[config.mk]
export PLATFORM = sky130hd
export DESIGN_NAME = ldc_cfg_bank
export DESIGN_NICKNAME = d
export VERILOG_FILES = /design/src/verilog/ldc_pkg.sv /design/src/verilog/ldc_cfg_bank.sv /design/src/verilog/ldc_irq_line.sv /design/src/verilog/ldc_dma_chan.sv
export VERILOG_INCLUDE_DIRS = /design/src /design/src/verilog
export SDC_FILE = /design/constraint.sdc
export NUM_CORES = 1
export LEC_CHECK = 0
export ABC_AREA = 1
export BUFFER_PORTS_ARGS = -buffer_cell sky130_fd_sc_hd__buf_2
export CELL_PAD_IN_SITES_DETAIL_PLACEMENT = 0
export CELL_PAD_IN_SITES_GLOBAL_PLACEMENT = 1
export CORE_MARGIN = 2
export CORE_UTILIZATION = 38
export CTS_CLUSTER_SIZE = 40
export DETAILED_ROUTE_END_ITERATION = 6
export PLACE_DENSITY = 0.75
export SLEW_MARGIN = 20
export SYNTH_ARGS = -nofsm -noshare
export SYNTH_HDL_FRONTEND = slang
export SYNTH_SLANG_ARGS = --single-unit
[constraint.sdc]
create_clock -name mclk_in -period 1.37 [get_ports mclk_in]
set_input_delay 0.137 -clock mclk_in [delete_from_list [all_inputs] [get_ports mclk_in]]
set_output_delay 0.137 -clock mclk_in [all_outputs]
set_load 0.05 [all_outputs]
[src/verilog/ldc_regs.svh]
`ifndef LDC_REGS_SVH
`define LDC_REGS_SVH

// Configuration space indices.
`define LDC_IDX_IRQ 8'h70
`define LDC_IDX_DMA 8'h74
`define LDC_IDX_FMODE 8'hf0
`define LDC_IDX_FOPT 8'hf1
`define LDC_IDX_FTYPE 8'hf2
`define LDC_IDX_FRSVD 8'hf3
`define LDC_IDX_DRIVE_ZERO_SETUP 8'hf4
`define LDC_IDX_DRIVE_ONE_SETUP 8'hf5

// Logical device numbers.
`define LDC_LDN_FDC 3'h0
`define LDC_LDN_PP 3'h3
`define LDC_LDN_UART1 3'h4
`define LDC_LDN_SECOND_SERIAL 3'h5
`define LDC_LDN_RTC 3'h6
`define LDC_LDN_KBD 3'h7

// Reset values and the FOPT write mask.
`define LDC_RST_IRQ 4'h0
`define LDC_RST_DMA 3'h4
`define LDC_RST_FMODE 8'h0e
`define LDC_RST_FOPT 8'h00
`define LDC_RST_FTYPE 8'hff
`define LDC_RST_FDD 8'h00
`define LDC_FOPT_WMASK 8'hfc

// Field values.
`define LDC_IRQ_NONE 4'h0
`define LDC_DMA_LAST 3'h3
`define LDC_FORCE_ONE 2'h2
`define LDC_FORCE_ZERO 2'h3

// Floppy core register offsets still writable while shut down.
`define LDC_FIO_DIGITAL_OUTPUT 3'h2
`define LDC_FIO_TAPE_DRIVE 3'h3
`define LDC_FIO_RATE_SELECT 3'h4
`define LDC_FIO_CONFIG_CONTROL 3'h7

`endif

[src/verilog/ldc_pkg.sv]
package ldc_pkg;

  typedef logic [3:0] ldc_level_t;
  typedef logic [2:0] ldc_chan_t;

  typedef struct packed {
    logic floppy_dma_gate;
    logic pp_irq_gate;
    logic pp_ecp_mode;
    logic pp_enh_mode;
    logic ecp_service_flag;
    logic ecp_dma_gate;
    logic [3:0] uart1_int_enables;
    logic uart1_aux_output_two;
    logic [3:0] second_serial_int_enables;
    logic second_serial_aux_output_two;
  } ldc_gate_t;

  typedef struct packed {
    logic density_out_zero;
    logic density_out_one;
    logic drive_select_zero_n;
    logic drive_select_one_n;
    logic motor_on_zero_n;
    logic motor_on_one_n;
  } ldc_fdd_pins_t;

  typedef struct packed {
    logic enhanced_mode;
    logic nonburst_dma;
    logic [1:0] personality;
    logic drive_swap;
    logic shutdown;
    logic push_pull;
    logic outputs_off;
    logic [1:0] drive_a_type;
    logic [1:0] drive_b_type;
    logic [1:0] drive_zero_type;
    logic [1:0] drive_one_type;
  } ldc_fdc_cfg_t;

endpackage

[src/verilog/ldc_cfg_bank.sv]
`timescale 1ns/1ns
`default_nettype none
`include "ldc_regs.svh"
module ldc_cfg_bank #(
  parameter int NDEV = 8,
  parameter int NLINE = 16,
  parameter int NCHAN = 4,
  parameter int MISC_W = 6
) (
  // Clock and resets
  input wire logic mclk_in,
  input wire logic nrst_in,
  input wire logic soft_rst_in,
  // Configuration space access
  input wire logic [2:0] cfg_ldn_in,
  input wire logic [7:0] cfg_index_in,
  input wire logic [7:0] cfg_wdata_in,
  input wire logic cfg_wr_in,
  output logic [7:0] cfg_rdata_out,
  // Device interrupt sources and gates
  input wire logic [NDEV-1:0] dev_irq_in,
  input wire ldc_pkg::ldc_gate_t gate_in,
  input wire logic serirq_mode_in,
  // Interrupt delivery
  output logic [NLINE-1:0] irq_pin_val_out,
  output logic [NLINE-1:0] irq_pin_oe_out,
  output logic [NLINE-1:0] serirq_level_out,
  // DMA requests
  input wire logic fdc_drq_in,
  input wire logic pp_drq_in,
  output logic [NCHAN-1:0] dma_request_pin_val_out,
  output logic [NCHAN-1:0] dma_request_pin_oe_out,
  // Floppy core control
  input wire logic fdc_io_wr_in,
  input wire logic [2:0] fdc_io_off_in,
  output logic fdc_io_wr_out,
  output logic fdc_core_halt_out,
  output ldc_pkg::ldc_fdc_cfg_t fdc_cfg_out,
  // Floppy drive pins
  input wire ldc_pkg::ldc_fdd_pins_t fdd_core_in,
  input wire logic [MISC_W-1:0] fdd_misc_in,
  output ldc_pkg::ldc_fdd_pins_t fdd_pin_val_out,
  output ldc_pkg::ldc_fdd_pins_t fdd_pin_oe_out,
  output logic [MISC_W-1:0] fdd_misc_val_out,
  output logic [MISC_W-1:0] fdd_misc_oe_out
);
  import ldc_pkg::*;

  // Standard per-device copies; DMA has one slot for floppy and one for parallel.
  ldc_level_t [NDEV-1:0] irq_lvl_r;
  ldc_chan_t [1:0] dma_sel_r;
  // Floppy vendor registers.
  logic [7:0] fmode_r;
  logic [7:0] fopt_r;
  logic [7:0] ftype_r;
  logic [7:0] drive_zero_setup_r;
  logic [7:0] drive_one_setup_r;
  logic [7:0] rdata_r;
  logic [7:0] rdata_nxt;

  // Address decode.
  wire ldn_fdc = (cfg_ldn_in == `LDC_LDN_FDC);
  wire ldn_pp = (cfg_ldn_in == `LDC_LDN_PP);
  wire has_dma = ldn_fdc || ldn_pp;
  wire dma_slot = ldn_pp;
  wire wr_irq = cfg_wr_in && (cfg_index_in == `LDC_IDX_IRQ);
  wire wr_dma = cfg_wr_in && has_dma && (cfg_index_in == `LDC_IDX_DMA);
  wire wr_fdc = cfg_wr_in && ldn_fdc;
  wire wr_fmode = wr_fdc && (cfg_index_in == `LDC_IDX_FMODE);
  wire wr_fopt = wr_fdc && (cfg_index_in == `LDC_IDX_FOPT);
  wire wr_ftype = wr_fdc && (cfg_index_in == `LDC_IDX_FTYPE);
  wire wr_drive_zero_setup = wr_fdc && (cfg_index_in == `LDC_IDX_DRIVE_ZERO_SETUP);
  wire wr_drive_one_setup = wr_fdc && (cfg_index_in == `LDC_IDX_DRIVE_ONE_SETUP);

  // Standard selects follow both hard and soft reset.
  always_ff @(posedge mclk_in) begin
    if (!nrst_in || soft_rst_in) begin
      for (int i = 0; i < NDEV; i++) begin
        irq_lvl_r[i] <= `LDC_RST_IRQ;
      end
      dma_sel_r[0] <= `LDC_RST_DMA;
      dma_sel_r[1] <= `LDC_RST_DMA;
    end else begin
      if (wr_irq) begin
        irq_lvl_r[cfg_ldn_in] <= cfg_wdata_in[3:0];
      end
      if (wr_dma) begin
        dma_sel_r[dma_slot] <= cfg_wdata_in[2:0];
      end
    end
  end

  // Vendor registers ignore soft reset so a warm boot keeps drive setup.
  always_ff @(posedge mclk_in) begin
    if (!nrst_in) begin
      fmode_r <= `LDC_RST_FMODE;
      fopt_r <= `LDC_RST_FOPT;
      ftype_r <= `LDC_RST_FTYPE;
      drive_zero_setup_r <= `LDC_RST_FDD;
      drive_one_setup_r <= `LDC_RST_FDD;
    end else begin
      if (wr_fmode) begin
        fmode_r <= cfg_wdata_in;
      end
      if (wr_fopt) begin
        fopt_r <= cfg_wdata_in & `LDC_FOPT_WMASK;
      end
      if (wr_ftype) begin
        ftype_r <= cfg_wdata_in;
      end
      if (wr_drive_zero_setup) begin
        drive_zero_setup_r <= cfg_wdata_in;
      end
      if (wr_drive_one_setup) begin
        drive_one_setup_r <= cfg_wdata_in;
      end
    end
  end

  // Read mux; every unimplemented location reads zero.
  always_comb begin
    rdata_nxt = 8'h00;
    case (cfg_index_in)
      `LDC_IDX_IRQ: rdata_nxt = {4'h0, irq_lvl_r[cfg_ldn_in]};
      `LDC_IDX_DMA: rdata_nxt = has_dma ? {5'h00, dma_sel_r[dma_slot]} : 8'h00;
      `LDC_IDX_FMODE: rdata_nxt = ldn_fdc ? fmode_r : 8'h00;
      `LDC_IDX_FOPT: rdata_nxt = ldn_fdc ? fopt_r : 8'h00;
      `LDC_IDX_FTYPE: rdata_nxt = ldn_fdc ? ftype_r : 8'h00;
      `LDC_IDX_DRIVE_ZERO_SETUP: rdata_nxt = ldn_fdc ? drive_zero_setup_r : 8'h00;
      `LDC_IDX_DRIVE_ONE_SETUP: rdata_nxt = ldn_fdc ? drive_one_setup_r : 8'h00;
      default: rdata_nxt = 8'h00;
    endcase
  end

  always_ff @(posedge mclk_in) begin
    if (!nrst_in) begin
      rdata_r <= 8'h00;
    end else begin
      rdata_r <= rdata_nxt;
    end
  end
  assign cfg_rdata_out = rdata_r;

  // Floppy mode fields.
  assign fdc_cfg_out.enhanced_mode = fmode_r[0];
  assign fdc_cfg_out.nonburst_dma = fmode_r[1];
  assign fdc_cfg_out.personality = fmode_r[3:2];
  assign fdc_cfg_out.drive_swap = fmode_r[4];
  assign fdc_cfg_out.shutdown = fmode_r[5];
  assign fdc_cfg_out.push_pull = fmode_r[6];
  assign fdc_cfg_out.outputs_off = fmode_r[7];
  assign fdc_cfg_out.drive_a_type = ftype_r[1:0];
  assign fdc_cfg_out.drive_b_type = ftype_r[3:2];
  assign fdc_cfg_out.drive_zero_type = drive_zero_setup_r[1:0];
  assign fdc_cfg_out.drive_one_type = drive_one_setup_r[1:0];

  // Interrupt gating per device.
  wire pp_svc_block = gate_in.pp_ecp_mode && gate_in.ecp_service_flag;
  wire uart1_on = (|gate_in.uart1_int_enables) && gate_in.uart1_aux_output_two;
  wire second_serial_on = (|gate_in.second_serial_int_enables)
                          && gate_in.second_serial_aux_output_two;
  logic [NDEV-1:0] dev_gate;
  logic [NDEV-1:0] irq_drive;
  logic [NDEV-1:0] irq_req;

  always_comb begin
    dev_gate = '0;
    dev_gate[`LDC_LDN_FDC] = gate_in.floppy_dma_gate;
    dev_gate[`LDC_LDN_PP] = gate_in.pp_irq_gate && !pp_svc_block;
    dev_gate[`LDC_LDN_UART1] = uart1_on;
    dev_gate[`LDC_LDN_SECOND_SERIAL] = second_serial_on;
    dev_gate[`LDC_LDN_RTC] = 1'b1;
    dev_gate[`LDC_LDN_KBD] = 1'b1;
  end

  genvar g;
  generate
    for (g = 0; g < NDEV; g++) begin : g_req
      assign irq_drive[g] = dev_gate[g] && (irq_lvl_r[g] != `LDC_IRQ_NONE);
      if (g == `LDC_LDN_PP) begin : g_pp
        // Enhanced parallel modes signal low-true on the pin.
        assign irq_req[g] = dev_irq_in[g] ^ gate_in.pp_enh_mode;
      end else begin : g_std
        assign irq_req[g] = dev_irq_in[g];
      end
    end
  endgenerate

  // Per-line routing; line zero never carries a request.
  logic [NLINE-1:0] line_sel;
  logic [NLINE-1:0] line_val;
  assign line_sel[0] = 1'b0;
  assign line_val[0] = 1'b0;
  generate
    for (g = 1; g < NLINE; g++) begin : g_line
      ldc_irq_line #(
        .NDEV(NDEV),
        .LINE(4'(g))
      ) u_line (
        .level_in(irq_lvl_r),
        .drive_in(irq_drive),
        .req_in(irq_req),
        .sel_out(line_sel[g]),
        .val_out(line_val[g])
      );
    end
  endgenerate

  logic [NLINE-1:0] irq_val_r;
  logic [NLINE-1:0] irq_oe_r;
  logic [NLINE-1:0] serirq_r;
  always_ff @(posedge mclk_in) begin
    if (!nrst_in) begin
      irq_val_r <= '0;
      irq_oe_r <= '0;
      serirq_r <= '0;
    end else begin
      irq_val_r <= line_val;
      irq_oe_r <= serirq_mode_in ? '0 : line_sel;
      serirq_r <= serirq_mode_in ? line_val : '0;
    end
  end
  assign irq_pin_val_out = irq_val_r;
  assign irq_pin_oe_out = irq_oe_r;
  assign serirq_level_out = serirq_r;

  // DMA channels: slot 0 is floppy, slot 1 is parallel port.
  wire [1:0] dma_drive;
  wire [1:0] dma_req = {pp_drq_in, fdc_drq_in};
  assign dma_drive[0] = gate_in.floppy_dma_gate && (dma_sel_r[0] <= `LDC_DMA_LAST);
  assign dma_drive[1] = gate_in.pp_ecp_mode && gate_in.ecp_dma_gate
                        && (dma_sel_r[1] <= `LDC_DMA_LAST);
  logic [NCHAN-1:0] chan_sel;
  logic [NCHAN-1:0] chan_val;
  generate
    for (g = 0; g < NCHAN; g++) begin : g_chan
      ldc_dma_chan #(
        .NDEV(2),
        .CHAN(3'(g))
      ) u_chan (
        .chan_in(dma_sel_r),
        .drive_in(dma_drive),
        .req_in(dma_req),
        .sel_out(chan_sel[g]),
        .val_out(chan_val[g])
      );
    end
  endgenerate

  logic [NCHAN-1:0] drq_val_r;
  logic [NCHAN-1:0] drq_oe_r;
  always_ff @(posedge mclk_in) begin
    if (!nrst_in) begin
      drq_val_r <= '0;
      drq_oe_r <= '0;
    end else begin
      drq_val_r <= chan_val;
      drq_oe_r <= chan_sel;
    end
  end
  assign dma_request_pin_val_out = drq_val_r;
  assign dma_request_pin_oe_out = drq_oe_r;

  // Floppy core write filter while shut down.
  wire fio_keep = (fdc_io_off_in == `LDC_FIO_DIGITAL_OUTPUT)
                  || (fdc_io_off_in == `LDC_FIO_TAPE_DRIVE)
                  || (fdc_io_off_in == `LDC_FIO_RATE_SELECT)
                  || (fdc_io_off_in == `LDC_FIO_CONFIG_CONTROL);
  assign fdc_io_wr_out = fdc_io_wr_in && (!fmode_r[5] || fio_keep);
  assign fdc_core_halt_out = fmode_r[5];

  // Drive pin values: swap, then forcing of the density outputs.
  ldc_fdd_pins_t pin_nxt;
  ldc_fdd_pins_t pin_oe_nxt;
  logic [1:0] force_sel;
  logic [MISC_W-1:0] misc_oe_nxt;
  assign force_sel = fopt_r[3:2];

  always_comb begin
    pin_nxt = fdd_core_in;
    if (fmode_r[4]) begin
      pin_nxt.drive_select_zero_n = fdd_core_in.drive_select_one_n;
      pin_nxt.drive_select_one_n = fdd_core_in.drive_select_zero_n;
      pin_nxt.motor_on_zero_n = fdd_core_in.motor_on_one_n;
      pin_nxt.motor_on_one_n = fdd_core_in.motor_on_zero_n;
    end
    case (force_sel)
      `LDC_FORCE_ONE: begin
        pin_nxt.density_out_zero = 1'b1;
        pin_nxt.density_out_one = 1'b1;
      end
      `LDC_FORCE_ZERO: begin
        pin_nxt.density_out_zero = 1'b0;
        pin_nxt.density_out_one = 1'b0;
      end
      default: begin
      end
    endcase
  end

  // Open drain only pulls low: the enable follows the inverted level.
  always_comb begin
    if (fmode_r[7]) begin
      pin_oe_nxt = '0;
      misc_oe_nxt = '0;
    end else if (fmode_r[6]) begin
      pin_oe_nxt = '1;
      misc_oe_nxt = fmode_r[5] ? '0 : '1;
    end else begin
      pin_oe_nxt = ~pin_nxt;
      misc_oe_nxt = fmode_r[5] ? '0 : ~fdd_misc_in;
    end
  end

  ldc_fdd_pins_t pin_val_r;
  ldc_fdd_pins_t pin_oe_r;
  logic [MISC_W-1:0] misc_val_r;
  logic [MISC_W-1:0] misc_oe_r;
  always_ff @(posedge mclk_in) begin
    if (!nrst_in) begin
      pin_val_r <= '1;
      pin_oe_r <= '0;
      misc_val_r <= '1;
      misc_oe_r <= '0;
    end else begin
      pin_val_r <= pin_nxt;
      pin_oe_r <= pin_oe_nxt;
      misc_val_r <= fdd_misc_in;
      misc_oe_r <= misc_oe_nxt;
    end
  end
  assign fdd_pin_val_out = pin_val_r;
  assign fdd_pin_oe_out = pin_oe_r;
  assign fdd_misc_val_out = misc_val_r;
  assign fdd_misc_oe_out = misc_oe_r;
endmodule
`default_nettype wire

[src/verilog/ldc_irq_line.sv]
`timescale 1ns/1ns
`default_nettype none
module ldc_irq_line #(
  parameter int NDEV = 8,
  parameter logic [3:0] LINE = 4'h1
) (
  // Per-device selection and request
  input wire ldc_pkg::ldc_level_t [NDEV-1:0] level_in,
  input wire logic [NDEV-1:0] drive_in,
  input wire logic [NDEV-1:0] req_in,
  // Line state
  output logic sel_out,
  output logic val_out
);
  import ldc_pkg::*;

  logic [NDEV-1:0] match;

  genvar d;
  generate
    for (d = 0; d < NDEV; d++) begin : g_dev
      assign match[d] = drive_in[d] && (level_in[d] == LINE);
    end
  endgenerate

  // Several devices may share a line; their requests are ORed.
  assign sel_out = |match;
  assign val_out = |(match & req_in);
endmodule
`default_nettype wire

[src/verilog/ldc_dma_chan.sv]
`timescale 1ns/1ns
`default_nettype none
module ldc_dma_chan #(
  parameter int NDEV = 2,
  parameter logic [2:0] CHAN = 3'h0
) (
  // Per-device selection and request
  input wire ldc_pkg::ldc_chan_t [NDEV-1:0] chan_in,
  input wire logic [NDEV-1:0] drive_in,
  input wire logic [NDEV-1:0] req_in,
  // Channel state
  output logic sel_out,
  output logic val_out
);
  import ldc_pkg::*;

  logic [NDEV-1:0] match;

  genvar d;
  generate
    for (d = 0; d < NDEV; d++) begin : g_dev
      assign match[d] = drive_in[d] && (chan_in[d] == CHAN);
    end
  endgenerate

  assign sel_out = |match;
  assign val_out = |(match & req_in);
endmodule
`default_nettype wire

; ---- Word-level counts from Yosys, hierarchy flattened
; Index checks and enable logic that the tools add are counted.
[op_classes]
n_mux = 23
magnitude_cmp = 6
n_reduce_logical = 182
n_eq_ne = 110
bitwise = 23
[op_table]
columns = op, count
row1 = $eq 4x4->1 const B, 48
row2 = $logic_and 1x1->1, 121
row3 = $and 8x8->8, 15
row4 = $reduce_or 8->1, 15
row5 = $eq 4x3->1 const B, 24
row6 = $reduce_or 6->1, 15
row7 = $pmux 8 s7, 1
row8 = $eq 4x2->1 const B, 12
row9 = $eq 8x8->1 const B, 5
row10 = $mux 8, 5
row11 = $bwmux 32, 1
row12 = $eq 4x1->1 const B, 6
row13 = $mux 6, 4
row14 = $reduce_bool 4->1, 6
row15 = $eq 3x2->1 const B, 7
row16 = $reduce_or 2->1, 10
row17 = $eq 8x7->1 const B, 2
row18 = $bmux 4 s3, 1
row19 = $demux 4 s3, 1
row20 = $mux 3, 4
row21 = $mux 4, 3
row22 = $not 6->6, 2
row23 = $logic_not 3->1, 3
row24 = $and 2x2->2, 4
row25 = 17 further kinds, 29
[totals]
word_cells = 382
ff_bits = 164

; ---- Depth between registers and ports, before layout
[logic_depth]
ltp_word = 7
mapped_depth = 11
mapped_depth_nobuf = 10

; ---- Hierarchy
; A second synthesis with hierarchy kept.
[hier_totals]
cells_unflattened = 1855
hier_area_um2 = 10975.5
[by_module_without_submodules]
columns = module, instances, area_each_um2, cells_per_inst
row1 = ldc_cfg_bank, 1, 6616.3, 893
row2 = ldc_irq_line at g_line[10].u_line ..., 4, 277.8, 60
row3 = ldc_irq_line at g_line[1].u_line ..., 4, 265.3, 54
row4 = ldc_irq_line at g_line[13].u_line ..., 2, 310.3, 70
row5 = ldc_irq_line at g_line[11].u_line ..., 2, 262.8, 62
row6 = ldc_irq_line at g_line[15].u_line, 1, 292.8, 70
row7 = ldc_irq_line at g_line[3].u_line, 1, 276.5, 61
row8 = ldc_irq_line at g_line[12].u_line, 1, 259.0, 61
row9 = ldc_dma_chan at g_chan[1].u_chan ..., 2, 52.6, 12
row10 = ldc_dma_chan at g_chan[3].u_chan, 1, 60.1, 14
row11 = ldc_dma_chan at g_chan[0].u_chan, 1, 47.5, 12

; ---- Least setup slack after synthesis
; Ideal clock, no wire load.
[synth_timing]
path_type = register -> output
from = register fmode_r[5]
to = output port fdc_io_wr_out
stages_incl_launch_ff = 4
path_slack_ps = 77
arrival_time_ps = 1156
required_ps = 1233
path_cell_list = dfxtp_1 > o21ai_0 > o21ai_0 > inv_1
[synth_via]
elab_chain_len = 3
[synth_lines]
columns = element, line
row1 = from (decl), ldc_cfg_bank.sv:53  ; logic [7:0] fmode_r;
row2 = from (signal assigned), ldc_cfg_bank.sv:96  ; fmode_r <= `LDC_RST_FMODE;
row3 = from (signal assigned), ldc_cfg_bank.sv:103  ; fmode_r <= cfg_wdata_in;
row4 = $logic_not 1->1, ldc_cfg_bank.sv:269  ; assign fdc_io_wr_out = fdc_io_wr_in && (!fmode_r[5] || fio_keep);
row5 = $logic_or 1x1->1, ldc_cfg_bank.sv:269
row6 = $logic_and 1x1->1, ldc_cfg_bank.sv:269
row7 = to (decl), ldc_cfg_bank.sv:36  ; output logic fdc_io_wr_out,
; Every way passes these cells.

; ---- Final worst setup path
[layout_timing]
from = register irq_lvl_r[23] (netlist name)
to = register irq_val_r[13] (netlist: irq_pin_val_out[13])
[layout_via]
elab_chain_len = 5
[layout_lines]
columns = element, line
row1 = from (decl), ldc_cfg_bank.sv:50  ; ldc_level_t [NDEV-1:0] irq_lvl_r;
row2 = "from (signal, indexed assignment)", ldc_cfg_bank.sv:79  ; irq_lvl_r[i] <= `LDC_RST_IRQ;
row3 = "from (signal, indexed assignment)", ldc_cfg_bank.sv:85  ; irq_lvl_r[cfg_ldn_in] <= cfg_wdata_in[3:0];
row4 = $reduce_bool 4->1 (no source line), --
row5 = $logic_and 1x1->1, ldc_cfg_bank.sv:179  ; assign irq_drive[g] = dev_gate[g] && (irq_lvl_r[g] != `LDC_IRQ_NONE);
row6 = $logic_and 1x1->1 *, ldc_irq_line.sv:22  ; assign match[d] = drive_in[d] && (level_in[d] == LINE);
row7 = $and 8x8->8 *, ldc_irq_line.sv:28  ; assign val_out = |(match & req_in);
row8 = $reduce_or 8->1 *, ldc_irq_line.sv:28
row9 = to (signal assigned), ldc_cfg_bank.sv:218  ; irq_val_r <= line_val;
row10 = to (decl), ldc_cfg_bank.sv:209  ; logic [NLINE-1:0] irq_val_r;
; Mark *: on every way between the ends. The rest lies on a longest branch, timed or not.
; A chain may end at the register's enable or synchronous reset.

==> flow_summary.ini <==
[power]
power.density_mw_per_mm2 = 920
p_leak_nw = 5.19
vdd_drop_max_mv = 0.905

[final_layout]
layout.cells.non_filler = 1790
syn_to_final_growth_pct = 42.9
diodes = 0
drive_gt1_share_pct = 36.4
final_cell_mix = nand2_1 (251), nor2_1 (164), buf_2 (164)
fin_nets = 1568
layout_commonest_cell = nand2_1

[logic_synthesis]
syn_area_mm2 = 0.00801
ys_seq_elements = 161
synthTopCellsByArea = dfxtp_1 (40%), nand2_1 (13%), nor2_1 (9.6%), nand3_1 (6.7%), a21oi_1 (4.8%)
syn_inst = 1189
synth_area_leader_cell = dfxtp_1
synth.distinct_cells = 39
synth_top_cell_area_share_pct = 40.2
avgSynthCellArea_um2 = 6.74
yosysWarningCount = 0
ys_seq_area_share_pct = 40.2

[global_route]
grt_pass1_wl_um = 44800
grt_pass1_vias = 8335
antenna_found_initial = 0
grt_max_degree = 31
grt-ovfl-total = 0
track_usage_pct = 26.2

[sta]
tightest_slew_ps = 830
slew_viol_final = 0
skew_ps = 10.6
setup_slack_ps = 19.1
slew_headroom_pct = 44.6
max_freq_mhz = 740
finalSetupTns_ps = 0
min_period_ps = 1350
hold_viol = 0
hold_slack_ps = 5.07
min_period_over_period_pct = 98.6
setup_violations = 0
rsz0062_at_grt = true

[clock_tree]
path_clk_slew_ps = 80
cts_tree = done
root_buffer = clkbuf_16
clock_sinks = 161
numCtsBuffers = 17
clkLatencyLatePin_ps = 440
clk_path_buf_depth = 2
cts_max_level = 4

[job]
cap_viol_max_count = 0

[worst_setup_path]
worstPathCellList = nand2_1, inv_1, nand3_1, nor2_1, nand2_1, o21ai_0, buf_4, nor2_2, nor2_1
path_class = register to register
crit_buf_inv = 2
path_max_fanout = 4
endpoint_kind = register
cpPeakStageDelay_ps = 370
required_ps = 1690
start_kind = register
crit_arrival_ps = 1670
cpLargestDelayFamily = simple AND/OR/NAND/NOR gates
slowest_stage = dfxtp_4

[placed_design]
gp_congestion = 0.991
place_inst = 1741
place_ws_ps = -180
place_hpwl_um = 22700
io_buffer_count = 166

[floorplanning]
initial_core_util_pct = 38.4
rows = 53
dieArea_mm2 = 0.0223
die_h_um = 149
io_pins = 172
die_w_um = 149
core_area_mm2 = 0.0209

[routing]
initialDrtViolationCount = 681
ant_nets = 0
avgRoutedWirePerCell_um = 16.4
viasPerCell = 4.99
dr.pass1.iters = 5
vias = 8929
finalWirelength_um = 29400
drc = 0

[outcome]
status = completed

[worst_hold_path]
min_path_type = input pin to register
-- final cells by class --
type | count | area (um2)
Fill cell | 2127 | 9440
Multi-Input combinational cell | 869 | 4460
Sequential cell | 161 | 3280
Timing Repair Buffer | 347 | 2350
Clock buffer | 17 | 425
Inverter | 106 | 407
Tap cell | 275 | 344
Clock inverter | 15 | 184
-- Yosys cell counts --
cell type and number:
buf_1 2, o221ai_1 2, nand3b_1 5, a41oi_1 1, a211oi_1 1, buf_4 15
buf_2 10, o211ai_1 7, nand3_1 108, nand4_1 60, conb_1 1, nor2_2 7
nand2_2 5, o22ai_1 2, dfxtp_1 161, o21ai_1 2, a21boi_0 1, nor3_1 15
nor2_8 3, clkinv_2 1, or2_2 15, nand2_8 1, buf_6 5, o21ai_0 55
nor2_1 205, clkbuf_1 23, inv_4 1, xor2_1 1, inv_1 95, nand3_2 2
inv_2 6, clkinv_1 3, a31oi_1 6, nor2_4 9, and3_1 1, nand2_1 271
o211ai_2 3, nand3_4 1, a21oi_1 77
-- state kept, by name, indices dropped and copies added (netlist names), 8 cells and up --
name                cells
fmode_r                 8
serirq_level_out       15
irq_pin_oe_out         15
drive_zero_setup_r      8
drive_one_setup_r       8
irq_lvl_r              32
irq_pin_val_out        15
cfg_rdata_out           8
ftype_r                 8
-- worst register-to-register path: stages, from the launching register on --
cell and delay, ps:
dfxtp_4 370, nand2_1 130, inv_1 70, nand3_1 130, nor2_1 80, nand2_1 70
o21ai_0 80, buf_4 160, nor2_2 120, nor2_1 40
-- power breakdown --
group	internal, W	switching [W]	total, W
Combinational	0.000295	0.000644	0.000940
Sequential	0.00469	0.00000856	0.00470
Clock	0.00248	0.00241	0.00489
-- stage by stage --
step / instance area, um2 / power (W) / util, %
after floorplan: 8020 / 0.00534 / -
after global placement: 10200 / 0.00572 / 48.9
after detailed placement: 10200 / 0.00572 / 48.9
after CTS: 11100 / 0.0106 / 53.0
after global routing: 11400 / 0.0109 / 54.8
final: 11400 / 0.0105 / 54.8
-- what timing repair did --
item                                    4_1_cts  5_1_grt
endpoints found under the setup margin       40       50
hold buffers                                 13        0
gates resized for setup                      49      133
hold endpoints to repair                     23        0
setup buffers                                 1        6
gates cloned                                  0        0
pin swaps                                     7       31
-- worst paths after layout --
path | slack (ps) | startpoint | to | cells past startpoint
worst min-delay path | 5 | cfg_wdata_in[7] | ftype_r[7] | 3
worst min register to register | 450 | drive_zero_setup_r[4] | drive_zero_setup_r[4] | 2
worst max-delay path | 20 | irq_lvl_r[23] | irq_pin_val_out[13] | 9
worst max register to register | 20 | irq_lvl_r[23] | irq_pin_val_out[13] | 9
-- cell families (layout without fill, tap and decap cells) --
kind of cell              Yosys count  after routing  share of synthesized area (%)
and+or+nand+nor                   708            708                           40.1
DFF                               161            161                           40.2
buffers and inverters             161            485                           8.92
AOI/OAI and AO/OA                 157            157                           10.6
other                               1              3                         0.0468
xor gates and xnor gates            1              1                          0.109
-- metal layers --
layer	vias up	global-route usage, %	part of all wire (%)
met2	287	40.9	45
met4	0	11.0	3.2
li1	4512	-	-
met3	62	3.12	4.5
met1	4068	36.6	47
met5	-	0	0
Note: power is estimated with default switching activity, not from simulation.
